$ cat src/shared/dss_pkg.sv
package dss_pkg;

    // ------------------------------------------------------------
    // Timing
    // ------------------------------------------------------------
    localparam int CLK_PERIOD_PS     = 25000;
    localparam int WAKE_LOW_MIN_NS   = 500;
    localparam int WAKE_LOW_MIN_CYC  =
        (WAKE_LOW_MIN_NS * 1000 + CLK_PERIOD_PS - 1) / CLK_PERIOD_PS;
    localparam int OSC_SETTLE_CYC    = 64;
    localparam int CLK_STOP_GAP_CYC  = 2;
    localparam int REF_CLK_MHZ       = 24;

    // ------------------------------------------------------------
    // Reset values
    // ------------------------------------------------------------
    localparam logic RST_ARM  = 1'h0;
    localparam logic RST_DONE = 1'h0;

    // ------------------------------------------------------------
    // Sequencer states
    // ------------------------------------------------------------
    typedef enum logic [2:0] {
        DSS_RUN,
        DSS_CLK_STOP,
        DSS_OSC_OFF,
        DSS_SLEEP,
        DSS_OSC_SETTLE,
        DSS_CLK_START
    } dss_state_t;

endpackage

$ cat src/core/dss_deep_sleep_sequencer.sv
`timescale 1ns/1ps

module dss_deep_sleep_sequencer
    import dss_pkg::*;
#(
    parameter int N_MOD      = 8,
    parameter int SETTLE_CYC = OSC_SETTLE_CYC
) (
    input  wire logic             i_clk,
    input  wire logic             i_rst,
    input  wire logic             i_sleep_wake_pin,
    input  wire logic             i_sleep_arm_bit,
    input  wire logic             i_wfi_req,
    input  wire logic             i_irq_pending,
    input  wire logic [N_MOD-1:0] i_mod_clk_en,
    input  wire logic [N_MOD-1:0] i_mod_keep_on,
    input  wire logic             i_pll_bypass,
    input  wire logic             i_pll_pwr_off_req,
    output logic                  o_sleep_done_flag,
    output logic                  o_clk_run,
    output logic                  o_osc_pwr_on,
    output logic                  o_core_clk_en,
    output logic [N_MOD-1:0]      o_mod_clk_en,
    output logic                  o_pll_sel_ref,
    output logic                  o_pll_pwr_on,
    output logic                  o_in_deep_sleep
);

    // ------------------------------------------------------------
    // Pin synchroniser and edge detect
    // ------------------------------------------------------------
    logic       pin_m;
    logic       pin_s;
    logic       pin_d;
    logic       next_pin_m;
    logic       next_pin_s;
    logic       next_pin_d;
    logic       pin_fall;
    logic       pin_rise;

    // Two flops before any logic, then one delay for edges
    always_comb begin
        next_pin_m = i_sleep_wake_pin;
        next_pin_s = pin_m;
        next_pin_d = pin_s;
    end

    // Pin flops idle high so reset gives no false edge
    always_ff @(posedge i_clk) begin
        if (i_rst) begin
            pin_m <= 1'h1;
            pin_s <= 1'h1;
            pin_d <= 1'h1;
        end else begin
            pin_m <= next_pin_m;
            pin_s <= next_pin_s;
            pin_d <= next_pin_d;
        end
    end

    assign pin_fall = pin_d & ~pin_s;
    assign pin_rise = ~pin_d & pin_s;

    // ------------------------------------------------------------
    // Deep sleep sequencer
    // ------------------------------------------------------------
    localparam int CW = $clog2(SETTLE_CYC + CLK_STOP_GAP_CYC + 1);

    dss_state_t    state;
    dss_state_t    next_state;
    logic [CW-1:0] cnt;
    logic [CW-1:0] next_cnt;
    logic          done;
    logic          next_done;
    logic          wake_pend;
    logic          next_wake_pend;

    // ------------------------------------------------------------
    // Step counter and state decode
    // ------------------------------------------------------------
    // Counter step toward zero; holds at zero
    function automatic logic [CW-1:0] dss_count_down(input logic [CW-1:0] value);
        logic [CW-1:0] result;
        result = value;
        if (value != '0) begin
            result = value - CW'(1);
        end
        return result;
    endfunction

    // Terminal count of the step counter
    function automatic logic dss_count_done(input logic [CW-1:0] value);
        return (value == '0);
    endfunction

    // Device clocks run only in the awake state
    function automatic logic dss_clocks_on(input dss_state_t st);
        return (st == DSS_RUN);
    endfunction

    // Oscillators are off from power-down until the wake edge
    function automatic logic dss_osc_on(input dss_state_t st);
        return (st != DSS_OSC_OFF) && (st != DSS_SLEEP);
    endfunction

    // Between the entry edge and the sleep state
    function automatic logic dss_entering(input dss_state_t st);
        return (st == DSS_CLK_STOP) || (st == DSS_OSC_OFF);
    endfunction

    // Core clock runs with device clocks unless waiting for an interrupt
    function automatic logic dss_core_on(input logic run, input logic waiting);
        return run && !waiting;
    endfunction

    // Requested and kept-on modules run while device clocks run
    function automatic logic [N_MOD-1:0] dss_mod_enables(
        input logic             run,
        input logic [N_MOD-1:0] req,
        input logic [N_MOD-1:0] keep
    );
        return run ? (req | keep) : '0;
    endfunction

    // PLL stays powered unless bypassed with power-off asked, or oscillators off
    function automatic logic dss_pll_on(
        input logic bypass,
        input logic off_req,
        input logic osc_on
    );
        return !(bypass && off_req) && osc_on;
    endfunction

    // ------------------------------------------------------------
    // Sequencer next state
    // ------------------------------------------------------------
    // Step on pin edges; ordered clock/oscillator handling
    always_comb begin
        next_state = state;
        next_cnt   = cnt;
        next_done  = done;
        unique case (state)
            DSS_RUN: begin
                if (pin_fall && i_sleep_arm_bit) begin
                    next_state = DSS_CLK_STOP;
                    next_cnt   = CW'(CLK_STOP_GAP_CYC);
                end
            end
            DSS_CLK_STOP: begin
                // Clocks already off; wait before dropping oscillators
                if (dss_count_done(cnt)) begin
                    next_state = DSS_OSC_OFF;
                end else begin
                    next_cnt = dss_count_down(cnt);
                end
            end
            DSS_OSC_OFF: begin
                next_state = DSS_SLEEP;
            end
            DSS_SLEEP: begin
                if (pin_rise || wake_pend) begin
                    next_state = DSS_OSC_SETTLE;
                    next_cnt   = CW'(SETTLE_CYC);
                end
            end
            DSS_OSC_SETTLE: begin
                if (dss_count_done(cnt)) begin
                    next_state = DSS_CLK_START;
                end else begin
                    next_cnt = dss_count_down(cnt);
                end
            end
            DSS_CLK_START: begin
                next_state = DSS_RUN;
                next_done  = ~done;
            end
            default: begin
                next_state = DSS_RUN;
            end
        endcase
    end

    // No state is cleared on wakeup, only on system reset
    always_ff @(posedge i_clk) begin
        if (i_rst) begin
            state <= DSS_RUN;
            cnt   <= '0;
            done  <= RST_DONE;
        end else begin
            state <= next_state;
            cnt   <= next_cnt;
            done  <= next_done;
        end
    end

    // ------------------------------------------------------------
    // Early wake capture
    // ------------------------------------------------------------
    // Keeps a rising edge that lands before sleep so the machine cannot hang
    always_comb begin
        next_wake_pend = wake_pend;
        if (pin_rise && dss_entering(state)) begin
            next_wake_pend = 1'h1;  // Set wins over the clear
        end else if (!dss_entering(state)) begin
            next_wake_pend = 1'h0;
        end
    end

    // Pending wake register
    always_ff @(posedge i_clk) begin
        if (i_rst) begin
            wake_pend <= 1'h0;
        end else begin
            wake_pend <= next_wake_pend;
        end
    end

    // ------------------------------------------------------------
    // Wait-for-interrupt core gating
    // ------------------------------------------------------------
    logic wfi;
    logic next_wfi;

    // Enter on request, leave on an enabled interrupt
    always_comb begin
        next_wfi = wfi;
        if (wfi && i_irq_pending) begin
            next_wfi = 1'h0;
        end else if (i_wfi_req && !i_irq_pending) begin
            next_wfi = 1'h1;
        end
    end

    // Wait-for-interrupt state register
    always_ff @(posedge i_clk) begin
        if (i_rst) begin
            wfi <= 1'h0;
        end else begin
            wfi <= next_wfi;
        end
    end

    // ------------------------------------------------------------
    // Output registers
    // ------------------------------------------------------------
    logic             clks_on;
    logic             next_clk_run;
    logic             next_osc_pwr_on;
    logic             next_core_clk_en;
    logic [N_MOD-1:0] next_mod_clk_en;
    logic             next_pll_sel_ref;
    logic             next_pll_pwr_on;
    logic             next_in_deep_sleep;

    // Clock and power enables derived from next state
    always_comb begin
        clks_on          = dss_clocks_on(next_state);
        next_clk_run     = clks_on;
        next_osc_pwr_on  = dss_osc_on(next_state);
        next_core_clk_en = dss_core_on(clks_on, next_wfi);
        // Gated modules simply freeze; kept-on ones run under WFI
        next_mod_clk_en  = dss_mod_enables(clks_on, i_mod_clk_en,
                                           i_mod_keep_on);
        next_pll_sel_ref = i_pll_bypass;
        // PLL may only be off while bypassed or while the oscillators are off
        next_pll_pwr_on  = dss_pll_on(i_pll_bypass, i_pll_pwr_off_req,
                                      next_osc_pwr_on);
        next_in_deep_sleep = (next_state == DSS_SLEEP);
    end

    // Every output straight from a flop
    always_ff @(posedge i_clk) begin
        if (i_rst) begin
            o_sleep_done_flag <= RST_DONE;
            o_clk_run         <= 1'h1;
            o_osc_pwr_on      <= 1'h1;
            o_core_clk_en     <= 1'h1;
            o_mod_clk_en      <= '1;
            o_pll_sel_ref     <= 1'h0;
            o_pll_pwr_on      <= 1'h1;
            o_in_deep_sleep   <= 1'h0;
        end else begin
            o_sleep_done_flag <= next_done;
            o_clk_run         <= next_clk_run;
            o_osc_pwr_on      <= next_osc_pwr_on;
            o_core_clk_en     <= next_core_clk_en;
            o_mod_clk_en      <= next_mod_clk_en;
            o_pll_sel_ref     <= next_pll_sel_ref;
            o_pll_pwr_on      <= next_pll_pwr_on;
            o_in_deep_sleep   <= next_in_deep_sleep;
        end
    end

endmodule

$ cat config.mk
export PLATFORM = sky130hd
export DESIGN_NAME = dss_deep_sleep_sequencer
export DESIGN_NICKNAME = d
export VERILOG_FILES = /design/src/shared/dss_pkg.sv /design/src/core/dss_deep_sleep_sequencer.sv
export SDC_FILE = /design/constraint.sdc
export NUM_CORES = 1
export LEC_CHECK = 0
export ABC_AREA = 1
export BUFFER_PORTS_ARGS = -buffer_cell sky130_fd_sc_hd__buf_2
export CAP_MARGIN = 5
export CORE_MARGIN = 1
export CORE_UTILIZATION = 50
export DETAILED_ROUTE_END_ITERATION = 12
export HOLD_SLACK_MARGIN = 0.08
export PLACE_DENSITY = 0.77
export SLEW_MARGIN = 40
export SYNTH_ARGS = -nofsm -noshare
export SYNTH_HDL_FRONTEND = slang
export SYNTH_SLANG_ARGS = --single-unit
$ cat constraint.sdc
create_clock -name i_clk -period 3.1 [get_ports i_clk]
set_clock_uncertainty 0.05 [all_clocks]
set_input_delay 0.31 -clock i_clk [delete_from_list [all_inputs] [get_ports i_clk]]
set_output_delay 0.31 -clock i_clk [all_outputs]
set_load 0.01 [all_outputs]
==> impl_summary.log, run 1 <==
[metrics] commonest register cell after synthesis: sky130_fd_sc_hd__dfxtp_1
[metrics] number of search-and-repair iterations in the first detailed-routing pass: 4
[metrics] R2R setup slack: 1600 ps
[metrics] H-tree depth reported by CTS: 2
[metrics] Die Footprint: between 2000 and 3000 um2
[metrics] proportion of register bits with asynchronous set or reset after synthesis: 0
[metrics] max-cap violation count: 0
[metrics] crit path max fanout: 10
[metrics] placed cell area: between 1500 and 2000 um2
[metrics] maximum achievable frequency: approximately 670 MHz
[metrics] standard cell core area: approximately 2500 um2
[metrics] #FFs+latches synth: 30
[metrics] Worst Hold Margin: between 90 and 100 ps
[metrics] number of failing setup endpoints in the final timing report: 0
[metrics] number of I/O pins: 39
[metrics] nature of the critical path startpoint: register
[metrics] initial cell density of the core: 0.5412
[metrics] clock root buffer master: sky130_fd_sc_hd__clkbuf_4
[metrics] library cell with the largest summed area after synthesis: sky130_fd_sc_hd__dfxtp_1
[metrics] required time of the worst setup path: around 3300 ps
[metrics] hpwl dp: roughly 2100 um
[metrics] Final ANT Viol Nets: 0
[metrics] Register-to-Register Path Depth: 9
[metrics] final hold viol count: 0
[metrics] endpoint class of the critical path: register
[metrics] number of global-route vias before repair: 1130
[metrics] share of synthesized area spent on multiplexers: 0
[metrics] number of distinct standard cells referenced by the synthesized netlist: 26
[metrics] pin count of the biggest net entering global routing: 24
[metrics] share of cells above drive strength 1: 0.3699
[metrics] CTS Buf Count: 5
[metrics] RSZ-0062 raised after global routing: no
[metrics] cell area after synthesis: between 1000 and 1500 um2
[metrics] final clock period utilization by the worst path: 0.4848
[metrics] crit-path cells: inv_1 -> ha_1 -> nand2_1 -> nor2_4 -> nand2_1 -> nand3_2 -> nand2_2 -> nand2_8 -> nor2_1
[metrics] clock net sink count: 30
[metrics] slowest library cell on the worst path: sky130_fd_sc_hd__dfxtp_1
[metrics] Die Ht: 54.25 um
[metrics] flip-flop count of the largest register after layout: 8
[metrics] count of filler cells inserted in the layout: 230
[metrics] capturing point of the worst reg2reg path: o_mod_clk_en[3]$_SDFF_PP1_
[metrics] Clock Power Share: 0.183
[metrics] total power density per cell area: slightly above 1000 nW/um2
[metrics] critical path class: reg2reg
[metrics] Routed WL: between 2000 and 3000 um
[metrics] wire length per cell: between 10 and 15 um
[metrics] Yosys top cell area share: 0.4400
[metrics] global routing usage summed across all routing layers: 0.2289
[metrics] routability congestion estimate: a little under 0.9
[metrics] average cell area after synthesis: a little under 8 um2
[metrics] Worst-Margin Slew: between 400 and 500 ps
[metrics] cell mode on critical path: sky130_fd_sc_hd__nand2_1
[metrics] final cell area excluding filler cells: roughly 1700 um2
[metrics] most instantiated cells after synthesis: 35 x sky130_fd_sc_hd__nand2_1, 30 x sky130_fd_sc_hd__dfxtp_1, 18 x sky130_fd_sc_hd__nor2_1
[metrics] Crit path largest cell delay: approximately 320 ps
[metrics] biggest registers after layout: o_mod_clk_en (8), cnt (7), state (3)
[metrics] arrival time of data at the critical path endpoint: ~1700 ps
[metrics] Setup Buffers After CTS: 0
[metrics] post-synth net total: 200
[metrics] floorplan die width: about 54 um
[metrics] post-synthesis sequential area ratio: 0.4400
[metrics] maximum clock insertion buffer count: 2
[metrics] Port-buffer cells: 38
[metrics] Synth Area in Compound Gates: 0.06233
[metrics] setup TNS: 0 ps
[metrics] Biggest register: o_mod_clk_en
[metrics] Lkg Pwr: approximately 0.84 nW
[metrics] GR Overflow Total: 0
[metrics] number of antenna violations at the first check in global routing: 0
[metrics] instance count along the most critical hold path: 2
[metrics] area growth from synthesis to layout: 22.64%
[metrics] wire length of the first global-routing pass: approximately 4600 um
[metrics] count of buffering cells on the critical path with inverters included: 1
[metrics] Reg clk slew, reported paths: 100 ps
[metrics] clock insertion delay at the later pin of the skew report: 340 ps
[metrics] net switching power figure: about 0.71 mW
[metrics] area fraction in and, or, nand and nor cells after synthesis: 0.3932
[metrics] end point of the worst hold path: next_pin_s$_SDFF_PP1_
[metrics] cell-internal power: slightly below 1 mW
[metrics] adder-cell area share of the yosys netlist: 0.01833
[metrics] max-slew violation count: 0
[metrics] hold path startpoint: i_sleep_wake_pin
[metrics] antenna cell count: 0
[metrics] post-route DRC violation count: 0
[metrics] share of power burned in registers: 0.323
[metrics] Reg-to-Reg Start: cnt[0]$_SDFFE_PP0P_
[metrics] num rows: 18
[metrics] clock tree from TritonCTS: built
[metrics] mean number of vias per cell: ~5
[metrics] combinational power share: 0.494
[metrics] switching part of the total: 0.4203
[metrics] Final min period: 1503 ps
[metrics] ranking of synthesized cells by area: sky130_fd_sc_hd__dfxtp_1 44%, sky130_fd_sc_hd__nand2_1 9.6%, sky130_fd_sc_hd__nor2_2 5.0%
[metrics] most instantiated library cell after synthesis: sky130_fd_sc_hd__nand2_1
[metrics] Max VDD drop: ~0.68 mV
[metrics] Relative slew margins: 0.7297
[metrics] YS warnings: 0
[metrics] result of the run: finished, final reports clean
[metrics] number of gates resized after CTS: 0
[metrics] dominant combinational cell family by area after synthesis: simple AND/OR/NAND/NOR gates
[metrics] via count: about 1200
[metrics] count of nets after finishing: around 240
[metrics] CP delay by family, top: simple AND/OR/NAND/NOR gates
[metrics] type of the worst min-delay path: in2reg
[metrics] initial DRC count: 35
[metrics] number of synthesized flops with an enable pin: 0
[metrics] synthesized instance count: approximately 170
[metrics] post-synthesis xor/xnor area fraction: 0.02566
-- final cells by class --
class | count | area [um2] | area share
multi-input combinational | 122 | 681.9 | 0.4073
sequential | 30 | 600.6 | 0.3587
timing repair buffer | 39 | 200.2 | 0.1196
inverter | 20 | 75.07 | 0.04484
clock buffer | 6 | 41.29 | 0.02466
clock inverter | 2 | 37.54 | 0.02242
tap | 30 | 37.54 | 0.02242
-- through the flow --
stage	utilization	cells	power [mW]	worst slack [ps]
after floorplan	-	174	1.202	1737
after global placement	0.6285	240	1.365	1680
after detailed placement	0.6285	240	1.399	1612
after CTS	0.6637	249	1.712	1603
after global routing	0.6637	249	1.851	1432
final	0.6637	249	1.700	1597
-- routing by layer --
| metal | global-route usage | share of wire | routed length, um |
|---|---|---|---|
| met3 | 0.08611 | 0.082 | 230 |
| met4 | 0.1239 | 0.017 | 48 |
| met5 | 0 | 0 | 0 |
| met2 | 0.3699 | 0.47 | 1320 |
| met1 | 0.2589 | 0.43 | 1204 |
-- power by group through the flow --
stage               clock [mW]  combinational (mW)  sequential (mW)
floorplan                    0               0.609            0.593
global placement             0               0.811            0.554
detailed placement           0               0.843            0.556
CTS                      0.317               0.846            0.549
global route             0.336               0.951            0.563
finish                   0.310               0.840            0.549
-- worst max-delay path by stage --
stage,start,to,slack [ps],depth (start not counted)
3_5_place_dp,cnt[0]$_SDFFE_PP0P_,o_mod_clk_en[3]$_SDFF_PP1_,1610,10
6_report,cnt[0]$_SDFFE_PP0P_,o_mod_clk_en[3]$_SDFF_PP1_,1600,9
3_3_place_gp,cnt[0]$_SDFFE_PP0P_,o_mod_clk_en[3]$_SDFF_PP1_,1680,10
4_1_cts,cnt[0]$_SDFFE_PP0P_,o_mod_clk_en[3]$_SDFF_PP1_,1600,9
2_1_floorplan,cnt[0]$_SDFFE_PP0P_,o_mod_clk_en[3]$_SDFF_PP1_,1740,9
5_1_grt,cnt[0]$_SDFFE_PP0P_,o_mod_clk_en[5]$_SDFF_PP1_,1430,10
-- placed cells by master (no fill, tap or decap), types with 2 or more instances in the layout --
cell	n
sky130_fd_sc_hd__nand4_1	3
sky130_fd_sc_hd__buf_2	38
sky130_fd_sc_hd__a21oi_1	10
sky130_fd_sc_hd__nor2_2	11
sky130_fd_sc_hd__nor3_1	9
sky130_fd_sc_hd__o21ai_0	2
sky130_fd_sc_hd__ha_1	2
sky130_fd_sc_hd__dfxtp_1	30
sky130_fd_sc_hd__nand2_4	2
sky130_fd_sc_hd__nand3_2	4
sky130_fd_sc_hd__xor2_1	3
sky130_fd_sc_hd__inv_2	7
sky130_fd_sc_hd__nand2_1	35
sky130_fd_sc_hd__nand3_1	8
sky130_fd_sc_hd__clkbuf_4	5
sky130_fd_sc_hd__nor2_1	18
sky130_fd_sc_hd__or2_2	2
sky130_fd_sc_hd__nand2_2	5
sky130_fd_sc_hd__inv_1	13
-- worst reg2reg max path: cells and delay by family, from the launching register on --
kind                     cells  cell delay, ps
buffers and inverters        1             150
flip-flops                   1             320
adder cells (fa/ha/maj)      1             170
AND/OR/NAND/NOR              7             710
-- cell families (layout without fill, tap and decap cells) --
| logic type | after synthesis | count (layout) |
|---|---|---|
| DFF | 30 | 30 |
| xor gates and xnor gates | 4 | 4 |
| and+or+nand+nor | 101 | 101 |
| buffers and inverters | 22 | 67 |
| AOI/OAI and AO/OA | 15 | 15 |
| adders and majority gates | 2 | 2 |
-- what timing repair did --
action / 4_1_cts / 5_1_grt
endpoints found under the setup margin: 0 / 0
hold endpoints to repair: 1 / 0
hold buffers: 1 / 0
Note: power is estimated with default switching activity, not from simulation.
==> run 2, diff against run 1 <==
- ABC_AREA: 1 -> 0
- CORE_UTILIZATION: 50 -> 45
- PLACE_DENSITY: 0.77 -> 0.74
- clock period: 3.1 -> 1.2 ns (I/O delays scaled with it)
==> impl_summary.log, run 2 <==
[metrics] clock tree from TritonCTS: built
[metrics] Worst Hold Margin: 142.8 ps
[metrics] commonest cells after routing, fill and taps aside: 38 x sky130_fd_sc_hd__buf_2, 30 x sky130_fd_sc_hd__buf_4, 25 x sky130_fd_sc_hd__dfxtp_1, 24 x sky130_fd_sc_hd__dlygate4sd3_1, 15 x sky130_fd_sc_hd__nor2_1
[metrics] instance count along the most critical hold path: 2
[metrics] number of search-and-repair iterations in the first detailed-routing pass: 4
[metrics] crit path max fanout: 2
[metrics] post-route DRC violation count: 0
[metrics] Lkg Pwr: between 1 and 1.5 nW
[metrics] crit-path cells: inv_2 -> buf_4 -> ha_4 -> or3b_4 -> or4_4 -> a22oi_2 -> o22ai_1 -> a21oi_1
[metrics] hpwl dp: 2352 um
[metrics] total power density per cell area: about 1600 nW/um2
[metrics] Routed WL: between 4000 and 5000 um
[metrics] worst slack after detailed placement: -796.9 ps
[metrics] RSZ-0062 raised after global routing: yes
[metrics] initial DRC count: 66
[metrics] ranking of synthesized cells by area: sky130_fd_sc_hd__dfxtp_1 47%, sky130_fd_sc_hd__o21bai_1 5.2%, sky130_fd_sc_hd__nor2_1 4.9%
[metrics] number of distinct standard cells referenced by the synthesized netlist: 42
[metrics] logic depth of the worst path, buffers included: 8
[metrics] number of I/O pins: 39
[metrics] number of global-route vias before repair: 1578
[metrics] Util after Layout: 0.8362
[metrics] routability congestion estimate: a little over 0.8
[metrics] final hold viol count: 0
[metrics] biggest registers after layout: o_mod_clk_en (8), cnt (7), state (3)
[metrics] commonest register cell after synthesis: sky130_fd_sc_hd__dfxtp_1
[metrics] CTS Buf Count: 5
[metrics] number of failing setup endpoints in the final timing report: 25
[metrics] Worst-Margin Slew: between 300 and 400 ps
[metrics] via count: 1499
[metrics] cell area after synthesis: 1291 um2
[metrics] pin count of the biggest net entering global routing: 12
[metrics] clock root buffer master: sky130_fd_sc_hd__clkbuf_4
[metrics] final clock period utilization by the worst path: 1.673
[metrics] global routing usage summed across all routing layers: 0.3082
[metrics] Port-buffer cells: 38
[metrics] violations in the final reports: setup timing
[metrics] type of the worst min-delay path: in2reg
[metrics] count of filler cells inserted in the layout: 123
[metrics] Crit path largest cell delay: between 400 and 500 ps
[metrics] count of nets after finishing: ~260
[metrics] arrival time of data at the critical path endpoint: between 2000 and 2500 ps
[metrics] YS warnings: 0
[metrics] Reg-to-Reg Start: cnt[1]$_SDFFE_PP0P_
[metrics] final cell area excluding filler cells: about 2300 um2
[metrics] Die Footprint: 3087 um2
[metrics] antenna cell count: 0
[metrics] final standard cell count with taps included and fillers excluded: 270
[metrics] # placed instances: 227
[metrics] most instantiated cells after synthesis: 30 x sky130_fd_sc_hd__dfxtp_1, 17 x sky130_fd_sc_hd__nor2_1, 9 x sky130_fd_sc_hd__o21bai_1
[metrics] max-cap violation count: 0
[metrics] area growth from synthesis to layout: 77.03%
[metrics] H-tree depth reported by CTS: 2
[metrics] library cell with the largest summed area after synthesis: sky130_fd_sc_hd__dfxtp_1
[metrics] Final min period: ~2000 ps
[metrics] mean number of vias per cell: roughly 5.6
[metrics] num rows: 19
[metrics] most instantiated library cell after synthesis: sky130_fd_sc_hd__dfxtp_1
[metrics] post-synthesis sequential area ratio: 0.4651
[metrics] GR Overflow Total: 0
[metrics] #FFs+latches synth: 30
[metrics] floorplan die width: 55.57 um
[metrics] post-synth net total: ~160
[metrics] result of the run: complete, but fails checks
[metrics] CP delay by family, top: simple AND/OR/NAND/NOR gates
[metrics] slowest library cell on the worst path: sky130_fd_sc_hd__or4_4
[metrics] number of antenna violations at the first check in global routing: 0
[metrics] nature of the critical path startpoint: register
[metrics] count of buffering cells on the critical path with inverters included: 2
[metrics] Critical path origin: cnt[1]$_SDFFE_PP0P_
[metrics] wire length of the first global-routing pass: about 7200 um
[metrics] hold path startpoint: i_rst
[metrics] wire length per cell: between 15 and 20 um
[metrics] Die Ht: around 56 um
[metrics] initial cell density of the core: 0.4723
[metrics] Relative slew margins: 0.7522
[metrics] share of cells above drive strength 1: 0.4979
[metrics] clock insertion delay at the later pin of the skew report: between 300 and 400 ps
[metrics] Final ANT Viol Nets: 0
[metrics] most common cell after layout, fill and taps aside: sky130_fd_sc_hd__buf_2
[metrics] Biggest register: o_mod_clk_en
[metrics] standard cell core area: between 2000 and 3000 um2
[metrics] R2R setup slack: -810 ps
[metrics] clock net sink count: 30
[metrics] number of synthesized flops with an enable pin: 0
[metrics] end point of the worst hold path: o_osc_pwr_on$_SDFF_PP1_
[metrics] Max VDD drop: 1.383 mV
[metrics] capturing point of the worst reg2reg path: cnt[6]$_SDFFE_PP0P_
[metrics] required time of the worst setup path: between 1000 and 1500 ps
[metrics] Reg clk slew, reported paths: ~100 ps
[metrics] maximum clock insertion buffer count: 2
[metrics] post-layout worst setup margin: -807.7 ps
[metrics] synthesized instance count: 135
[metrics] Register-to-Register Path Depth: 8
[metrics] maximum achievable frequency: ~500 MHz
[metrics] placed cell area: between 1500 and 2000 um2
[metrics] flip-flop count of the largest register after layout: 8
[metrics] critical path class: reg2reg
[metrics] endpoint class of the critical path: register
[metrics] proportion of register bits with asynchronous set or reset after synthesis: 0
[metrics] Yosys top cell area share: 0.4651
[metrics] average cell area after synthesis: 9.565 um2
[metrics] max-slew violation count: 0
[run 2: cell count changes after synthesis, sizes merged, moves of 3 or more]
cell,before,now
nand2,43,7
inv,20,3
nor2,31,17
nand3,12,2
o21bai,0,9
a21oi,11,5
nand2b,0,6
nor3,9,3
mux2i,0,5
clkbuf,2,5
nand4,3,0
[run 2: worst max path at each step]
stage / end / slack, ps
after floorplan: cnt[3]$_SDFFE_PP0P_ / -770
after global placement: cnt[3]$_SDFFE_PP0P_ / -730
after detailed placement: cnt[3]$_SDFFE_PP0P_ / -800
after CTS: cnt[3]$_SDFFE_PP0P_ / -790
after global routing: cnt[3]$_SDFFE_PP0P_ / -870
final: cnt[6]$_SDFFE_PP0P_ / -810
[run 2: worst reg2reg max path: stages, from the launching register on]
cell and delay [ps]:
sky130_fd_sc_hd__dfxtp_2 340, sky130_fd_sc_hd__inv_2 80, sky130_fd_sc_hd__buf_4 120, sky130_fd_sc_hd__ha_4 120, sky130_fd_sc_hd__or3b_4 380, sky130_fd_sc_hd__or4_4 430, sky130_fd_sc_hd__a22oi_2 150, sky130_fd_sc_hd__o22ai_1 110
sky130_fd_sc_hd__a21oi_1 170
[run 2: logic make-up after synthesis]
| logic type | Yosys count | share of synthesized area |
|---|---|---|
| buffers and inverters | 9 | 0.02713 |
| and+or+nand+nor | 53 | 0.2238 |
| xor gates and xnor gates | 2 | 0.01357 |
| AOI/OAI and AO/OA | 33 | 0.2035 |
| adders and majority gates | 2 | 0.01938 |
| DFF | 30 | 0.4651 |
| muxes | 6 | 0.04748 |
[run 2: layout make-up]
| cell class | count | area, um2 | share of cell area |
|---|---|---|---|
| Clock inverter | 1 | 5.005 | 0.002189 |
| Sequential cell | 30 | 606.8 | 0.2655 |
| Clock buffer | 7 | 55.05 | 0.02408 |
| Timing Repair Buffer | 101 | 769.5 | 0.3366 |
| Multi-Input combinational cell | 97 | 799.5 | 0.3498 |
| Inverter | 3 | 11.26 | 0.004926 |
| Tap cell | 31 | 38.79 | 0.01697 |
[run 2: stage by stage]
stage,total power [mW],setup TNS [ps]
CTS,3.400,-9924
detailed placement,2.478,-9620
finish,3.703,-11270
floorplan,2.034,-6546
global route,3.861,-12540
global placement,2.433,-8924
[run 2: power breakdown]
| part | internal (mW) | switching (mW) |
|---|---|---|
| Sequential | 1.15 | 0.0894 |
| Combinational | 1.01 | 0.794 |
| Clock | 0.284 | 0.374 |
[run 2: timing repair]
| action | CTS | global route |
|---|---|---|
| setup buffers | 7 | 3 |
| resized for setup | 18 | 10 |
| pin swaps | 8 | 8 |
| hold buffers | 24 | 0 |
| endpoints found under the setup margin | 23 | 25 |
| hold endpoints to repair | 17 | 0 |
| cloned | 1 | 0 |
[run 2: metal layers]
| metal | global-route usage | wire length [um] | vias to the layer above | part of all wire |
|---|---|---|---|---|
| met5 | 0 | 0 | - | 0 |
| met2 | 0.5043 | 2612 | 76 | 0.52 |
| met3 | 0.1124 | 341 | 20 | 0.068 |
| met1 | 0.3353 | 1864 | 715 | 0.37 |
| met4 | 0.1964 | 176 | 0 | 0.035 |
| li1 | - | - | 688 | - |
